--- src/common/urm_defs.vh ---
// Constants for the UART register map, FIFO status and interrupt block.
// Assumes a 3-bit register address and 8-bit data bus.
`ifndef URM_DEFS_VH
`define URM_DEFS_VH

// ==========================================================
// Register addresses
`define URM_A_DATA     3'h0
`define URM_A_IEN      3'h1
`define URM_A_ISTAT    3'h2
`define URM_A_LCTL     3'h3
`define URM_A_MCTL     3'h4
`define URM_A_LSTAT    3'h5
`define URM_A_MSTAT    3'h6
`define URM_A_SCR      3'h7
`define URM_A_RES1     3'h4
`define URM_A_RES2     3'h5
`define URM_A_PAU1     3'h6
`define URM_A_PAU2     3'h7

// ==========================================================
// Field positions and codes
`define URM_LCTL_DIV   7
`define URM_LCTL_ENH   8'hbf
`define URM_EFN_EXT    4
`define URM_FCTL_EN    0
`define URM_FCTL_RXRST 1
`define URM_FCTL_TXRST 2
`define URM_IEN_BASE   8'h0f
`define URM_MCTL_BASE  8'h1f
`define URM_FCTL_BASE  8'hcf
`define URM_IS_NONE    6'h01
`define URM_IS_LINE    6'h06
`define URM_IS_RXDATA  6'h04
`define URM_IS_TXRDY   6'h02
`define URM_IS_MODEM   6'h00

// ==========================================================
// Reset values and identity (identity value arbitrary)
`define URM_RST_BYTE   8'h00
`define URM_RST_LCTL   8'h03
`define URM_RST_TRIG   8'h01
`define URM_REVISION   8'h01
`define URM_IDENT      8'h5a

// ==========================================================
// FIFO size
`define URM_FIFO_W     11
`define URM_FIFO_D     8
`define URM_FIFO_AW    3

`endif

--- src/core/urm_fifo.v ---
// Synchronous FIFO with valid/ready on both sides.
// Assumes one clock, synchronous active-high reset and flush.
module urm_fifo #(
  parameter WIDTH = 11,
  parameter DEPTH = 8,
  parameter AW    = 3
) (
  // Clock and reset
  input  wire             clk,
  input  wire             rst,
  input  wire             flush,
  // Fill side
  input  wire             in_valid,
  output wire             in_ready,
  input  wire [WIDTH-1:0] in_data,
  // Drain side
  output wire             out_valid,
  input  wire             out_ready,
  output reg  [WIDTH-1:0] out_data,
  // Fill level
  output reg  [AW:0]      count
);
  reg [WIDTH-1:0] mem [0:DEPTH-1];
  reg [AW-1:0]    wr_ptr_ff;
  reg [AW-1:0]    rd_ptr_ff;
  wire            do_wr;
  wire            do_rd;

  // Handshakes
  assign in_ready  = (count != DEPTH[AW:0]);
  assign out_valid = (count != {(AW+1){1'b0}});
  assign do_wr     = in_valid & in_ready;
  assign do_rd     = out_valid & out_ready;

  // Storage write
  always @(posedge clk) begin
    if (do_wr) begin
      mem[wr_ptr_ff] <= in_data;
    end
  end

  // Head word registered, looking past this cycle's pop and push
  wire [AW-1:0] nxt_rd = do_rd ? rd_ptr_ff + 1'b1 : rd_ptr_ff;
  always @(posedge clk) begin
    if (do_wr & (wr_ptr_ff == nxt_rd)) begin
      out_data <= in_data;
    end else begin
      out_data <= mem[nxt_rd];
    end
  end

  // Pointers and count
  always @(posedge clk) begin
    if (rst | flush) begin
      wr_ptr_ff <= {AW{1'b0}};
      rd_ptr_ff <= {AW{1'b0}};
      count     <= {(AW+1){1'b0}};
    end else begin
      if (do_wr) begin
        wr_ptr_ff <= wr_ptr_ff + 1'b1;
      end
      if (do_rd) begin
        rd_ptr_ff <= rd_ptr_ff + 1'b1;
      end
      if (do_wr & ~do_rd) begin
        count <= count + 1'b1;
      end else if (do_rd & ~do_wr) begin
        count <= count - 1'b1;
      end
    end
  end
endmodule // urm_fifo

--- src/core/urm_regmap.v ---
// UART channel register map, receive FIFO status and interrupt gating.
// Assumes host bus inputs synchronous to REF_CLK; receive characters
// arrive as pulses with error tags; transmitter reports its state.
`include "urm_defs.vh"
module urm_regmap (
  // Clock and reset
  input  wire       REF_CLK,
  input  wire       RESET,
  // Host register port
  input  wire [2:0] ADDR,
  input  wire       WR_STB,
  input  wire       RD_STB,
  input  wire [7:0] WDATA,
  output reg  [7:0] RDATA,
  // Receive character stream
  input  wire       RX_VALID,
  output wire       RX_READY,
  input  wire [7:0] RX_CHAR,
  input  wire [2:0] RX_ERR,
  // Transmitter state
  input  wire       TX_HOLD_EMPTY,
  input  wire       TX_SHIFT_EMPTY,
  input  wire       TX_WRITE,
  // Modem status change
  input  wire       MODEM_DELTA,
  // Interrupt and controls
  output wire       INT_OUT,
  output wire [15:0] DIVISOR,
  output wire [7:0] LINE_CTL,
  output wire [7:0] MODEM_CTL
);
  // ========================================================
  // Registers
  reg [7:0] ien_ff, lctl_ff, mctl_ff, scr_ff, fctl_ff;
  reg [7:0] dlo_ff, dhi_ff, afn_ff, trig_ff, feat_ff, efn_ff;
  reg [7:0] res1_ff, res2_ff, pau1_ff, pau2_ff;
  reg       ovr_ff;
  reg       txrdy_ff;
  reg       modem_ff;
  reg       line_int_ff;
  reg       txrdy_hold_ff; // Last hold-empty level, for edge detect
  reg       nxt_ovr;
  reg       nxt_txrdy;
  reg       nxt_modem;
  reg       nxt_line;
  wire      ext_on   = efn_ff[`URM_EFN_EXT];
  wire      div_mode = lctl_ff[`URM_LCTL_DIV] &
                       (lctl_ff != `URM_LCTL_ENH);
  wire      enh_mode = (lctl_ff == `URM_LCTL_ENH);
  wire      fifo_on  = fctl_ff[`URM_FCTL_EN];
  wire      div_zero = (dlo_ff == 8'h00) & (dhi_ff == 8'h00);
  wire      wr       = WR_STB;
  wire      rd       = RD_STB;

  // Effective masks: extended bits need enhanced bit 4
  wire [7:0] ien_eff  = ien_ff &
                        (ext_on ? 8'hff : `URM_IEN_BASE);
  wire [7:0] mctl_eff = mctl_ff &
                        (ext_on ? 8'hff : `URM_MCTL_BASE);
  assign LINE_CTL  = lctl_ff;
  assign MODEM_CTL = mctl_eff;
  assign DIVISOR   = {dhi_ff, dlo_ff};

  // ========================================================
  // Receive FIFO: char plus parity, framing, break tags
  wire        rd_data  = rd & (ADDR == `URM_A_DATA) & ~lctl_ff[7];
  wire        rx_flush = wr & (ADDR == `URM_A_ISTAT) & ~lctl_ff[7] &
                         WDATA[`URM_FCTL_EN] & WDATA[`URM_FCTL_RXRST];
  wire        f_valid;
  wire [10:0] f_head;
  wire [3:0]  f_count;
  urm_fifo #(
    .WIDTH (`URM_FIFO_W),
    .DEPTH (`URM_FIFO_D),
    .AW    (`URM_FIFO_AW)
  ) u_rx_fifo (
    .clk       (REF_CLK),
    .rst       (RESET),
    .flush     (rx_flush),
    .in_valid  (RX_VALID),
    .in_ready  (RX_READY),
    .in_data   ({RX_ERR, RX_CHAR}),
    .out_valid (f_valid),
    .out_ready (rd_data),
    .out_data  (f_head),
    .count     (f_count)
  );

  // Error tag summary over stored characters
  reg [3:0] err_cnt_ff;
  wire in_err  = RX_VALID & RX_READY & (|RX_ERR);
  wire out_err = rd_data & f_valid & (|f_head[10:8]);
  always @(posedge REF_CLK) begin
    if (RESET | rx_flush) begin
      err_cnt_ff <= 4'h0;
    end else if (in_err & ~out_err) begin
      err_cnt_ff <= err_cnt_ff + 4'h1;
    end else if (out_err & ~in_err) begin
      err_cnt_ff <= err_cnt_ff - 4'h1;
    end
  end

  // ========================================================
  // Line status composition
  wire       data_rdy = f_valid;
  wire [2:0] head_err = f_valid ? f_head[10:8] : 3'h0;
  wire [7:0] lstat = {
    (err_cnt_ff != 4'h0),
    TX_HOLD_EMPTY & TX_SHIFT_EMPTY,
    TX_HOLD_EMPTY,
    head_err,
    ovr_ff,
    data_rdy
  };

  // Receive trigger: fifo fill vs programmed level
  wire [7:0] fill8   = {4'h0, f_count};
  wire       rx_trig = fifo_on ? (fill8 >= trig_ff) & f_valid
                               : f_valid;

  // ========================================================
  // Interrupt sources gated by enables
  wire src_line = ien_eff[2] & line_int_ff;
  wire src_rx   = ien_eff[0] & rx_trig;
  wire src_tx   = ien_eff[1] & txrdy_ff;
  wire src_mod  = ien_eff[3] & modem_ff;
  reg  [5:0] icode;
  always @* begin
    if (src_line) begin
      icode = `URM_IS_LINE;
    end else if (src_rx) begin
      icode = `URM_IS_RXDATA;
    end else if (src_tx) begin
      icode = `URM_IS_TXRDY;
    end else if (src_mod) begin
      icode = `URM_IS_MODEM;
    end else begin
      icode = `URM_IS_NONE;
    end
  end
  assign INT_OUT = ~icode[0];
  wire [7:0] istat = {fifo_on, fifo_on,
                      icode[5:4] & {2{ext_on}}, icode[3:0]};

  // ========================================================
  // Sticky event flags; set wins over clear
  wire rd_istat = rd & (ADDR == `URM_A_ISTAT) & ~lctl_ff[7];
  wire rd_lstat = rd & (ADDR == `URM_A_LSTAT) & ~lctl_ff[7];
  wire rd_mstat = rd & (ADDR == `URM_A_MSTAT) & ~lctl_ff[7];
  wire wr_thold = wr & (ADDR == `URM_A_DATA) & ~lctl_ff[7];
  wire ovr_evt  = RX_VALID & ~RX_READY;
  wire ien_tx_r = wr & (ADDR == `URM_A_IEN) & ~lctl_ff[7] &
                  WDATA[1] & ~ien_ff[1];
  // Next values of the event flags
  always @* begin
    nxt_ovr   = ovr_evt | (ovr_ff & ~rd_lstat);
    nxt_line  = ovr_evt | in_err | (line_int_ff & ~rd_lstat);
    nxt_modem = MODEM_DELTA | (modem_ff & ~rd_mstat);
    nxt_txrdy = (TX_HOLD_EMPTY & (ien_tx_r | ~txrdy_hold_ff)) |
                (txrdy_ff & ~rd_istat & ~wr_thold & ~TX_WRITE);
  end
  // Event flags; hold-empty history resets high, no false edge
  always @(posedge REF_CLK) begin
    if (RESET) begin
      ovr_ff        <= 1'b0;
      line_int_ff   <= 1'b0;
      modem_ff      <= 1'b0;
      txrdy_ff      <= 1'b0;
      txrdy_hold_ff <= 1'b1;
    end else begin
      ovr_ff        <= nxt_ovr;
      line_int_ff   <= nxt_line;
      modem_ff      <= nxt_modem;
      txrdy_ff      <= nxt_txrdy;
      txrdy_hold_ff <= TX_HOLD_EMPTY;
    end
  end

  // ========================================================
  // Register writes, decoded by access mode
  always @(posedge REF_CLK) begin
    if (RESET) begin
      ien_ff  <= `URM_RST_BYTE;
      lctl_ff <= `URM_RST_LCTL;
      mctl_ff <= `URM_RST_BYTE;
      scr_ff  <= `URM_RST_BYTE;
      fctl_ff <= `URM_RST_BYTE;
      dlo_ff  <= `URM_RST_BYTE;
      dhi_ff  <= `URM_RST_BYTE;
      afn_ff  <= `URM_RST_BYTE;
      trig_ff <= `URM_RST_TRIG;
      feat_ff <= `URM_RST_BYTE;
      efn_ff  <= `URM_RST_BYTE;
      res1_ff <= `URM_RST_BYTE;
      res2_ff <= `URM_RST_BYTE;
      pau1_ff <= `URM_RST_BYTE;
      pau2_ff <= `URM_RST_BYTE;
    end else if (wr) begin
      if (ADDR == `URM_A_LCTL) begin
        lctl_ff <= WDATA;
      end else if (enh_mode & (ADDR == `URM_A_DATA)) begin
        trig_ff <= WDATA;
      end else if (enh_mode & (ADDR == `URM_A_IEN)) begin
        feat_ff <= WDATA;
      end else if (enh_mode & (ADDR == `URM_A_ISTAT)) begin
        efn_ff <= WDATA;
      end else if (enh_mode & (ADDR == `URM_A_RES1)) begin
        res1_ff <= WDATA;
      end else if (enh_mode & (ADDR == `URM_A_RES2)) begin
        res2_ff <= WDATA;
      end else if (enh_mode & (ADDR == `URM_A_PAU1)) begin
        pau1_ff <= WDATA;
      end else if (enh_mode & (ADDR == `URM_A_PAU2)) begin
        pau2_ff <= WDATA;
      end else if (div_mode & (ADDR == `URM_A_DATA)) begin
        dlo_ff <= WDATA;
      end else if (div_mode & (ADDR == `URM_A_IEN)) begin
        dhi_ff <= WDATA;
      end else if (div_mode & (ADDR == `URM_A_ISTAT)) begin
        afn_ff <= {5'h00, WDATA[2:0]};
      end else if (lctl_ff[7]) begin
        scr_ff <= scr_ff;
      end else if (ADDR == `URM_A_IEN) begin
        ien_ff <= WDATA;
      end else if (ADDR == `URM_A_ISTAT) begin
        fctl_ff <= WDATA[0] ? (WDATA & (ext_on ? 8'hff
                   : `URM_FCTL_BASE) & 8'hf9)
                   : `URM_RST_BYTE;
      end else if (ADDR == `URM_A_MCTL) begin
        mctl_ff <= WDATA;
      end else if (ADDR == `URM_A_SCR) begin
        scr_ff <= WDATA;
      end
    end
  end

  // ========================================================
  // Read data, registered on the read strobe
  always @(posedge REF_CLK) begin
    if (RESET) begin
      RDATA <= 8'h00;
    end else if (rd) begin
      if (ADDR == `URM_A_LCTL) begin
        RDATA <= lctl_ff;
      end else if (enh_mode & (ADDR == `URM_A_DATA)) begin
        RDATA <= fill8;
      end else if (enh_mode & (ADDR == `URM_A_IEN)) begin
        RDATA <= feat_ff;
      end else if (enh_mode & (ADDR == `URM_A_ISTAT)) begin
        RDATA <= efn_ff;
      end else if (enh_mode & (ADDR == `URM_A_RES1)) begin
        RDATA <= res1_ff;
      end else if (enh_mode & (ADDR == `URM_A_RES2)) begin
        RDATA <= res2_ff;
      end else if (enh_mode & (ADDR == `URM_A_PAU1)) begin
        RDATA <= pau1_ff;
      end else if (enh_mode & (ADDR == `URM_A_PAU2)) begin
        RDATA <= pau2_ff;
      end else if (div_mode & (ADDR == `URM_A_DATA)) begin
        RDATA <= div_zero ? `URM_REVISION : dlo_ff;
      end else if (div_mode & (ADDR == `URM_A_IEN)) begin
        RDATA <= div_zero ? `URM_IDENT : dhi_ff;
      end else if (div_mode & (ADDR == `URM_A_ISTAT)) begin
        RDATA <= afn_ff;
      end else if (lctl_ff[7]) begin
        RDATA <= 8'h00;
      end else if (ADDR == `URM_A_DATA) begin
        RDATA <= f_head[7:0];
      end else if (ADDR == `URM_A_IEN) begin
        RDATA <= ien_eff;
      end else if (ADDR == `URM_A_ISTAT) begin
        RDATA <= istat;
      end else if (ADDR == `URM_A_MCTL) begin
        RDATA <= mctl_eff;
      end else if (ADDR == `URM_A_LSTAT) begin
        RDATA <= lstat;
      end else if (ADDR == `URM_A_SCR) begin
        RDATA <= scr_ff;
      end else begin
        RDATA <= 8'h00;
      end
    end
  end
endmodule // urm_regmap

--- config.mk ---
export PLATFORM = sky130hd
export DESIGN_NAME = urm_regmap
export DESIGN_NICKNAME = d
export VERILOG_FILES = /design/src/core/urm_fifo.v /design/src/core/urm_regmap.v
export VERILOG_INCLUDE_DIRS = /design/src /design/src/common
export SDC_FILE = /design/constraint.sdc
export NUM_CORES = 1
export LEC_CHECK = 0
export BUFFER_PORTS_ARGS = -buffer_cell sky130_fd_sc_hd__buf_2
export CORE_MARGIN = 1
export CORE_UTILIZATION = 50
export DETAILED_ROUTE_END_ITERATION = 6
export GPL_ROUTABILITY_DRIVEN = 0
export HOLD_SLACK_MARGIN = 0.03
export PLACE_DENSITY_LB_ADDON = 0.25
export SKIP_LAST_GASP = 1
export SLEW_MARGIN = 40
export SYNTH_ARGS = -nofsm -noshare
export SYNTH_HDL_FRONTEND = slang
export SYNTH_SLANG_ARGS = --single-unit
--- constraint.sdc ---
create_clock -name REF_CLK -period 3.55 [get_ports REF_CLK]
set_clock_uncertainty 0.1 [all_clocks]
set_input_delay 0 -clock REF_CLK [delete_from_list [all_inputs] [get_ports REF_CLK]]
set_output_delay 0 -clock REF_CLK [all_outputs]
set_load 0.05 [all_outputs]
[After elaboration in Yosys (flattened, before gate mapping)]
Memories as Yosys holds them, arrays and structs flattened. A register that Yosys moved wholly into a read port is not among the register bits.
Cells that the tools add are included.
Word-level totals
  memories: 1
  input bits: 31
  register bits after elaboration: 135
  bits in writable memories: 88
  word-level logic and storage cells: 194
  output and inout bits: 42
Memory list
  u_rx_fifo.mem: depth 8, bits a word 11, rd ports 1, clocked after memory_dff 1, wr ports 1, RTL line urm_fifo.v:23  | reg [WIDTH-1:0] mem [0:DEPTH-1];
Operators by class
  magnitude comparators: 1
  reduce and logical (&&, ||, !) cells: 24
  muxes and demuxes: 36
  bitwise logic cells: 91
  add/sub/neg operators: 6
  equality and inequality tests: 10
Operators by type and width (number)
  $mux W8: 22
  $and A1 B1 Y1: 52
  $not A1 Y1: 28
  $reduce_and A17 Y1: 1
  $and A8 B8 Y8: 2
  $logic_not A8 Y1: 2
  $mux W4: 4
  $reduce_and A16 Y1: 1
  $reduce_and A15 Y1: 1
  $reduce_and A14 Y1: 1
  $eq A3 B3 Y1 const B: 4
  $mux W3: 4
  $reduce_and A12 Y1: 1
  $reduce_and A11 Y1: 1
  $reduce_and A10 Y1: 1
  $reduce_and A9 Y1: 1
  $add A4 B1 Y4 const B: 2
  $eq A8 B8 Y1 const B: 1
  $ge A4 B8 Y1: 1
  $ne A8 B8 Y1 const B: 1
  $reduce_and A8 Y1: 1
  $reduce_bool A4 Y1: 2
  $sub A4 B1 Y4 const B: 2
  $or A1 B1 Y1: 7
  17 further kinds: 25

[Depth between registers and ports, before layout]
Gate-level depths: netlist of run 1.
  depth after elaboration: 22
  depth in mapped cells: 14
  depth with buffers taken out: 12

[Hierarchy]
Synthesis of run 1 repeated with hierarchy kept, for this count alone.
Second synthesis, totals
  cell total of the unflattened synthesis: 949
  area, all modules: 10385.0 um^2
Modules (own cells, without submodules)
  urm_regmap: seq. area each 2502.4 um^2, instances 1, cells an instance 750, area each 6359.8 um^2
  urm_fifo: seq. area each 2902.8 um^2, instances 1, cells an instance 199, area each 4025.1 um^2

[Worst setup path after synthesis of run 1]
No wires, ideal clock.
  path type: flip-flop to flip-flop
  start point: register u_rx_fifo.count[0]
  end point: register u_rx_fifo.count[3]
  data required time: 3.380 ns
  setup slack: 0.662 ns
  arrival time: 2.718 ns
  cell stages (with the launch flop): 13
  clock period less this slack: 2.888 ns
  library setup time: 0.070 ns
  buffers on the path: 0
  cell sequence: dfxtp_1 > nor3_1 > nand2_1 > nand2_1 > inv_1 > ha_1 > inv_1 > ha_1 > a21o_1 > a21oi_1 > xnor2_1 > or3_1 > a21oi_1
Between the ends
  longest elaborated chain between the ends: 5
  elaborated cells between the ends (all ways): 13
  those cells by class: add/sub: 2; eq/ne: 1; mux: 2; bitwise: 6; reduce/logical: 2
Ends and longest elaborated chain
  from (decl): RTL line urm_fifo.v:21  | output reg [AW:0] count
  from (signal assigned): RTL line urm_fifo.v:57  | count <= {(AW+1){1'b0}};
  from (signal assigned): RTL line urm_fifo.v:66  | count <= count + 1'b1;
  from (signal assigned): RTL line urm_fifo.v:68  | count <= count - 1'b1;
  $ne A4 B4 Y1 (*): RTL line urm_fifo.v:30  | assign in_ready = (count != DEPTH[AW:0]);
  named net RX_READY: RTL line urm_regmap.v:17  | output wire RX_READY,
  $and A1 B1 Y1 (*): RTL line urm_fifo.v:32  | assign do_wr = in_valid & in_ready;
  named net u_rx_fifo.do_wr: RTL line urm_fifo.v:26  | wire do_wr;
  $not A1 Y1: RTL line urm_fifo.v:67  | end else if (do_rd & ~do_wr) begin
  $and A1 B1 Y1: RTL line urm_fifo.v:67
  $reduce_bool A2 Y1 (no line)
The timed path passes the listed nets; every way through them passes the cells marked *. The select of a mux whose other input is x is not followed.
A chain may end at the register's enable or synchronous reset.

==> flow_summary.toml, run 1 <==
[global_routing]
use_met2_pct = 43.8
grt_pass1_vias = 7910
grt.met3_usage_pct = 4.06
use_met1_pct = 35.6
overflow = 0
grtUsageTotal_pct = 27.5
busiest_layer = "met2"
grt_max_degree = 65
grt_pass1_wl_um = 45300
antenna_found_initial = 0

[placement]
io_buffers = 72
place_inst = 1268
place_area_mm2 = 0.0110
hpwl_um = 19000
pre_cts_ws_ps = 418

[hold_path]
hold_end = "RDATA[5]"
hold_path_startpoint = "ADDR[2]"
whs_path_depth = 5
hold_path_class = "input pin to flop"

[power]
ir_drop_mv = 0.529
p_per_area_mw_per_mm2 = 525
p_leak_nw = 4.72

[drt]
route.detailed.drc = 4
wirelength_um = 29300
wire_per_inst_um = 21.9
viasPerCell = 6.01
drt_iter0_markers = 654
drtAntennaViolNets = 0
num_vias = 8051
dr.pass1.iters = 7

[timing]
setup_viol = 0
setup_slack_ps = 407
fin_crit_ps = 3140
hold_violations = 0
final_max_slew_viol_count = 0
fmax_ghz = 0.318
period_share_pct = 88.5
worstMarginPinSlew_ps = 697
whs_ps = 95.8
fin_setup_tns_ps = 0
rsz0062_at_grt = "no"
timing.slew.headroom_pct = 53.5

[flow_run]
maxCapViolCount = 0

[yosys]
synthFlopType = "dfxtp_1"
synth.mux.area_fraction_pct = 15.1
ys_seq_elements = 226
yosysTopAreaCellShare_pct = 26.5
synth_area_mm2 = 0.0104
yosysUniqueCellTypes = 78
synth_edf_count = 88
synth-async-reset-ratio_pct = 0
yosysSeqAreaShare_pct = 51.8
synth-simple-area-share_pct = 14.7
syn_inst = 971
yosysTopAreaCell = "dfxtp_1"
synthAdderAreaFrac_pct = 1.82
syn-mean-instance-area_um2 = 10.7
ys_warn_count = 0
syn-num-nets = 1016
synth_top_family_by_area = "multiplexers"
synth_top_cells_by_area = "dfxtp_1 27%, edfxtp_1 25%, mux2i_1 9.9%"
synthXorXnorAreaFrac_pct = 0.840
synth_compound_area_share_pct = 11.3

[cts]
hold_buffers = 31
cts_tree = "built"
cts_setup_buffers = 0
htree_levels = 1
cts.repair.resized = 0
cts_sinks = 226
cts_buffer_depth = 3
cts_root_buf = "clkbuf_16"
clk_latency_ps = 510
clk_pin_slew_ps = 60
cts_buffers = 24

[setup_path]
reg2reg_slack_ps = 410
path_max_fanout = 7
start_kind = "flop"
required_ps = 3900
reg2reg_to = "err_cnt_ff[3]"
crit_path_end_kind = "flop"
path_class = "flop to flop"
rr_worst_depth = 12
arrival_ps = 3500

[floorplanning]
rows = 52
dieArea_mm2 = 0.0214
initial_core_util_pct = 51.2
die_h_um = 146
io_pins = 73
die_x_um = 146
core-area_mm2 = 0.0204

[final_layout]
layout_common_cells = "138 x dfxtp_1, 122 x nor2_1, 103 x mux2i_1"
final_cell_area_mm2 = 0.0121
stdcell_count = 1340
antenna_cells = 0
syn2layout_area_growth_pct = 15.9
layout.nets = 1100
layout_commonest_cell = "dfxtp_1"
layout-drive-gt1-share_pct = 16.8

[status]
status = "complete, but fails checks"
violations = "design-rule violations"
## cell usage after synthesis, types with 5 or more instances
master,instances
edfxtp_1,88
mux4_1,8
o211ai_1,6
a22o_1,7
buf_4,9
mux2i_1,103
ha_1,12
a221oi_1,7
mux2_2,7
a22oi_1,5
nand3_1,34
inv_1,17
mux4_2,11
nor2b_1,8
o21ai_0,29
xnor2_1,6
nand2b_1,13
nand4_1,8
nand2_1,81
clkbuf_1,38
nor3_1,9
nor4_1,6
a21oi_1,60
and3_1,5
dfxtp_1,138
a21o_1,5
o2111ai_1,5
o22ai_1,6
and2_1,7
nor2_1,122
buf_2,25
## logic make-up after synthesis
group | after synthesis
adder cells (fa/ha/maj) | 14
flip-flops | 226
multiplexers | 130
buffers and inverters | 95
AO/OA/AOI/OAI | 175
AND/OR/NAND/NOR | 321
XOR/XNOR | 10
## cell type report
type / count / area, µm²
inverters: 18 / 67.6
multi-input cells: 650 / 4590
repair buffers: 135 / 913
well taps: 270 / 338
fillers: 1711 / 8280
clock buffers: 32 / 672
clock inverters: 9 / 93.8
flip-flops and latches: 226 / 5410
## worst max-delay path: stages (launching register included)
cell     delay [ps]
dfxtp_1         570
mux4_2          560
mux2i_1         240
nand3_1         110
nand2_1          80
ha_1            180
inv_1            90
ha_1            280
a21o_1          170
a21oi_1         170
xnor2_1          90
or3_1           300
a21oi_1         130
## power breakdown
group          leakage, nW  internal [W]  switching (W)  total (W)
Sequential            1.92       0.00282       0.000104    0.00293
Clock                0.373       0.00146       0.000993    0.00246
Combinational         2.43      0.000382       0.000571   0.000953
Total                 4.72       0.00467        0.00167    0.00634
## routing by layer
layer	part of all wire, %	up-vias	wire [µm]
met1	42	3864	12200
met2	46	367	13400
met5	0	-	0
met3	6.7	111	1960
met4	5.9	0	1740
li1	-	3709	-
## sequential cells by signal, summed over array words and instances, names as in the netlist, 8 cells and up, named ones only
register and count:
pau1_ff 8, efn_ff 8, ien_ff 8, dhi_ff 8
mctl_ff 8, trig_ff 8, scr_ff 8, LINE_CTL 8
RDATA 8, u_rx_fifo.mem 88, feat_ff 8, res1_ff 8
pau2_ff 8, res2_ff 8, dlo_ff 8
## worst max path at each step
stage | endpoint | slack [ps] | cells past startpoint
2_1_floorplan | u_rx_fifo.count[3] | 660 | 12
3_3_place_gp | err_cnt_ff[3] | 460 | 12
3_5_place_dp | err_cnt_ff[3] | 420 | 12
4_1_cts | err_cnt_ff[3] | 390 | 12
5_1_grt | err_cnt_ff[3] | 170 | 12
6_report | err_cnt_ff[3] | 410 | 12
## through the flow
step                      utilization (%)  total power, W
after floorplan                         -         0.00359
after global placement               54.0         0.00387
after detailed placement             54.0         0.00389
after CTS                            59.3         0.00636
after global routing                 59.3         0.00656
final                                59.3         0.00634
No activity file was read; power rests on OpenSTA's default activity.
==> inputs of run 2 (changes only) <==
--- a/config.mk
+++ b/config.mk
@@ -7,7 +7,7 @@
 export NUM_CORES = 1
 export LEC_CHECK = 0
 export BUFFER_PORTS_ARGS = -buffer_cell sky130_fd_sc_hd__buf_2
-export CORE_MARGIN = 1
+export CORE_MARGIN = 10
 export CORE_UTILIZATION = 50
 export DETAILED_ROUTE_END_ITERATION = 6
 export GPL_ROUTABILITY_DRIVEN = 0
==> constraint.sdc (replaced) <==
create_clock -name REF_CLK -period 3.55 [get_ports REF_CLK]
set_clock_uncertainty 0.1 [all_clocks]
set_input_delay 0 -clock REF_CLK [delete_from_list [all_inputs] [get_ports REF_CLK]]
set_output_delay 0 -clock REF_CLK [all_outputs]
set_load 0.1 [all_outputs]
==> flow_summary.toml, run 2 (same netlist as run 1, synthesis figures left out) <==
[cts]
clk_latency_ps = 530
cts_sinks = 226
clk_pin_slew_ps = 60
htree_levels = 1
hold_buffers = 34
cts_setup_buffers = 0
cts.repair.resized = 0
cts_tree = "built"
cts_buffers = 24
cts_root_buf = "clkbuf_16"
cts_buffer_depth = 3

[floorplanning]
rows = 52
initial_core_util_pct = 51.2
die_x_um = 164
die_h_um = 164
io_pins = 73
dieArea_mm2 = 0.0270
core-area_mm2 = 0.0204

[drt]
dr.pass1.iters = 5
wirelength_um = 30000
viasPerCell = 6.04
drtAntennaViolNets = 0
num_vias = 8115
wire_per_inst_um = 22.3
drt_iter0_markers = 777
route.detailed.drc = 0

[global_routing]
grt_max_degree = 74
antenna_found_initial = 0
grt_pass1_wl_um = 46500
grt_pass1_vias = 7885
grtUsageTotal_pct = 21.8
overflow = 0

[final_layout]
layout_commonest_cell = "dfxtp_1"
largest_reg_flops = 88
regMostFlops = "u_rx_fifo.mem"
n_fill_cell = 1751
layout_common_cells = "138 x dfxtp_1, 122 x nor2_1, 103 x mux2i_1"
syn2layout_area_growth_pct = 16.0
layout-drive-gt1-share_pct = 16.7
antenna_cells = 0
layout.nets = 1103

[flow_run]
maxCapViolCount = 0

[setup_path]
crit_path_end_kind = "flop"
path_max_fanout = 7
critPathBufInv = 1
required_ps = 3910
critPathTopFamily = "multiplexers"
start_kind = "flop"
cp_cell_sequence = "mux4_2 -> mux2i_1 -> nand3_1 -> nand2_1 -> ha_1 -> inv_1 -> ha_1 -> a21o_1 -> a21oi_1 -> xnor2_1 -> or3_1 -> a21oi_1"
arrival_ps = 3470
cp_slowest_stage_delay_ps = 560
path_class = "flop to flop"
critical-path-slowest-cell = "mux4_2"

[power]
p_leak_nw = 4.72
ir_drop_mv = 0.446
finalPower_w = 0.00633
p_per_area_mw_per_mm2 = 524

[timing]
period_share_pct = 87.6
final_max_slew_viol_count = 0
setup_viol = 0
fin_crit_ps = 3110
worstMarginPinSlew_ps = 834
fmax_ghz = 0.322
rsz0062_at_grt = "no"
fin_setup_tns_ps = 0
hold_violations = 0
timing.slew.headroom_pct = 44.4

[placement]
hpwl_um = 19900
io_buffers = 72

[status]
status = "finished, final reports clean"

[hold_path]
hold_path_class = "input pin to flop"
-- run 2: path summary, 6_finish.rpt --
kind	slack, ps	endpoint	cells after the start	start
max	440	err_cnt_ff[3]	12	flop
min	60	flop	4	ADDR[1]
max reg2reg	440	err_cnt_ff[3]	12	flop
min reg2reg	360	ien_ff[5]	2	ien_ff[5]
-- run 2: per-stage QoR --
stage | hold slack (ps) | instances | area [µm²] | setup slack, ps | util, %
after global placement | 152 | 1268 | 11000 | 464 | 54.0
final | 64.0 | 1343 | 12100 | 441 | 59.4
after floorplan | -1.13 | 971 | 10400 | 260 | -
after detailed placement | 159 | 1268 | 11000 | 431 | 54.0
after CTS | 33.9 | 1343 | 12100 | 392 | 59.4
after global routing | 67.4 | 1343 | 12100 | 126 | 59.4
-- run 2: area by class of cell --
cell class / instances / area, µm² / share of cell area (%)
multi-input cells: 650 / 4590 / 38.0
inverters: 18 / 67.6 / 0.559
clock inverters: 7 / 98.8 / 0.817
well taps: 270 / 338 / 2.79
clock buffers: 34 / 648 / 5.36
repair buffers: 138 / 943 / 7.80
flip-flops and latches: 226 / 5410 / 44.7
-- run 2: report_power, final --
group          switching, W  internal (W)
Clock              0.000997       0.00141
Sequential         0.000102       0.00282
Combinational      0.000616      0.000378
Total               0.00172       0.00461
-- run 2: per-layer routing --
layer	global-route usage, %	share of wire [%]	vias up
li1	-	-	3715
met1	27.2	39	3902
met2	36.4	48	389
met3	4.21	8.3	109
met4	9.22	4.8	0
met5	0	0	-
-- run 2: tightest hold or removal path: cells and delay by family --
family        cells  cell delay [ps]
xor+xnor          1              180
simple gates      2              320
buf+inv           1              140
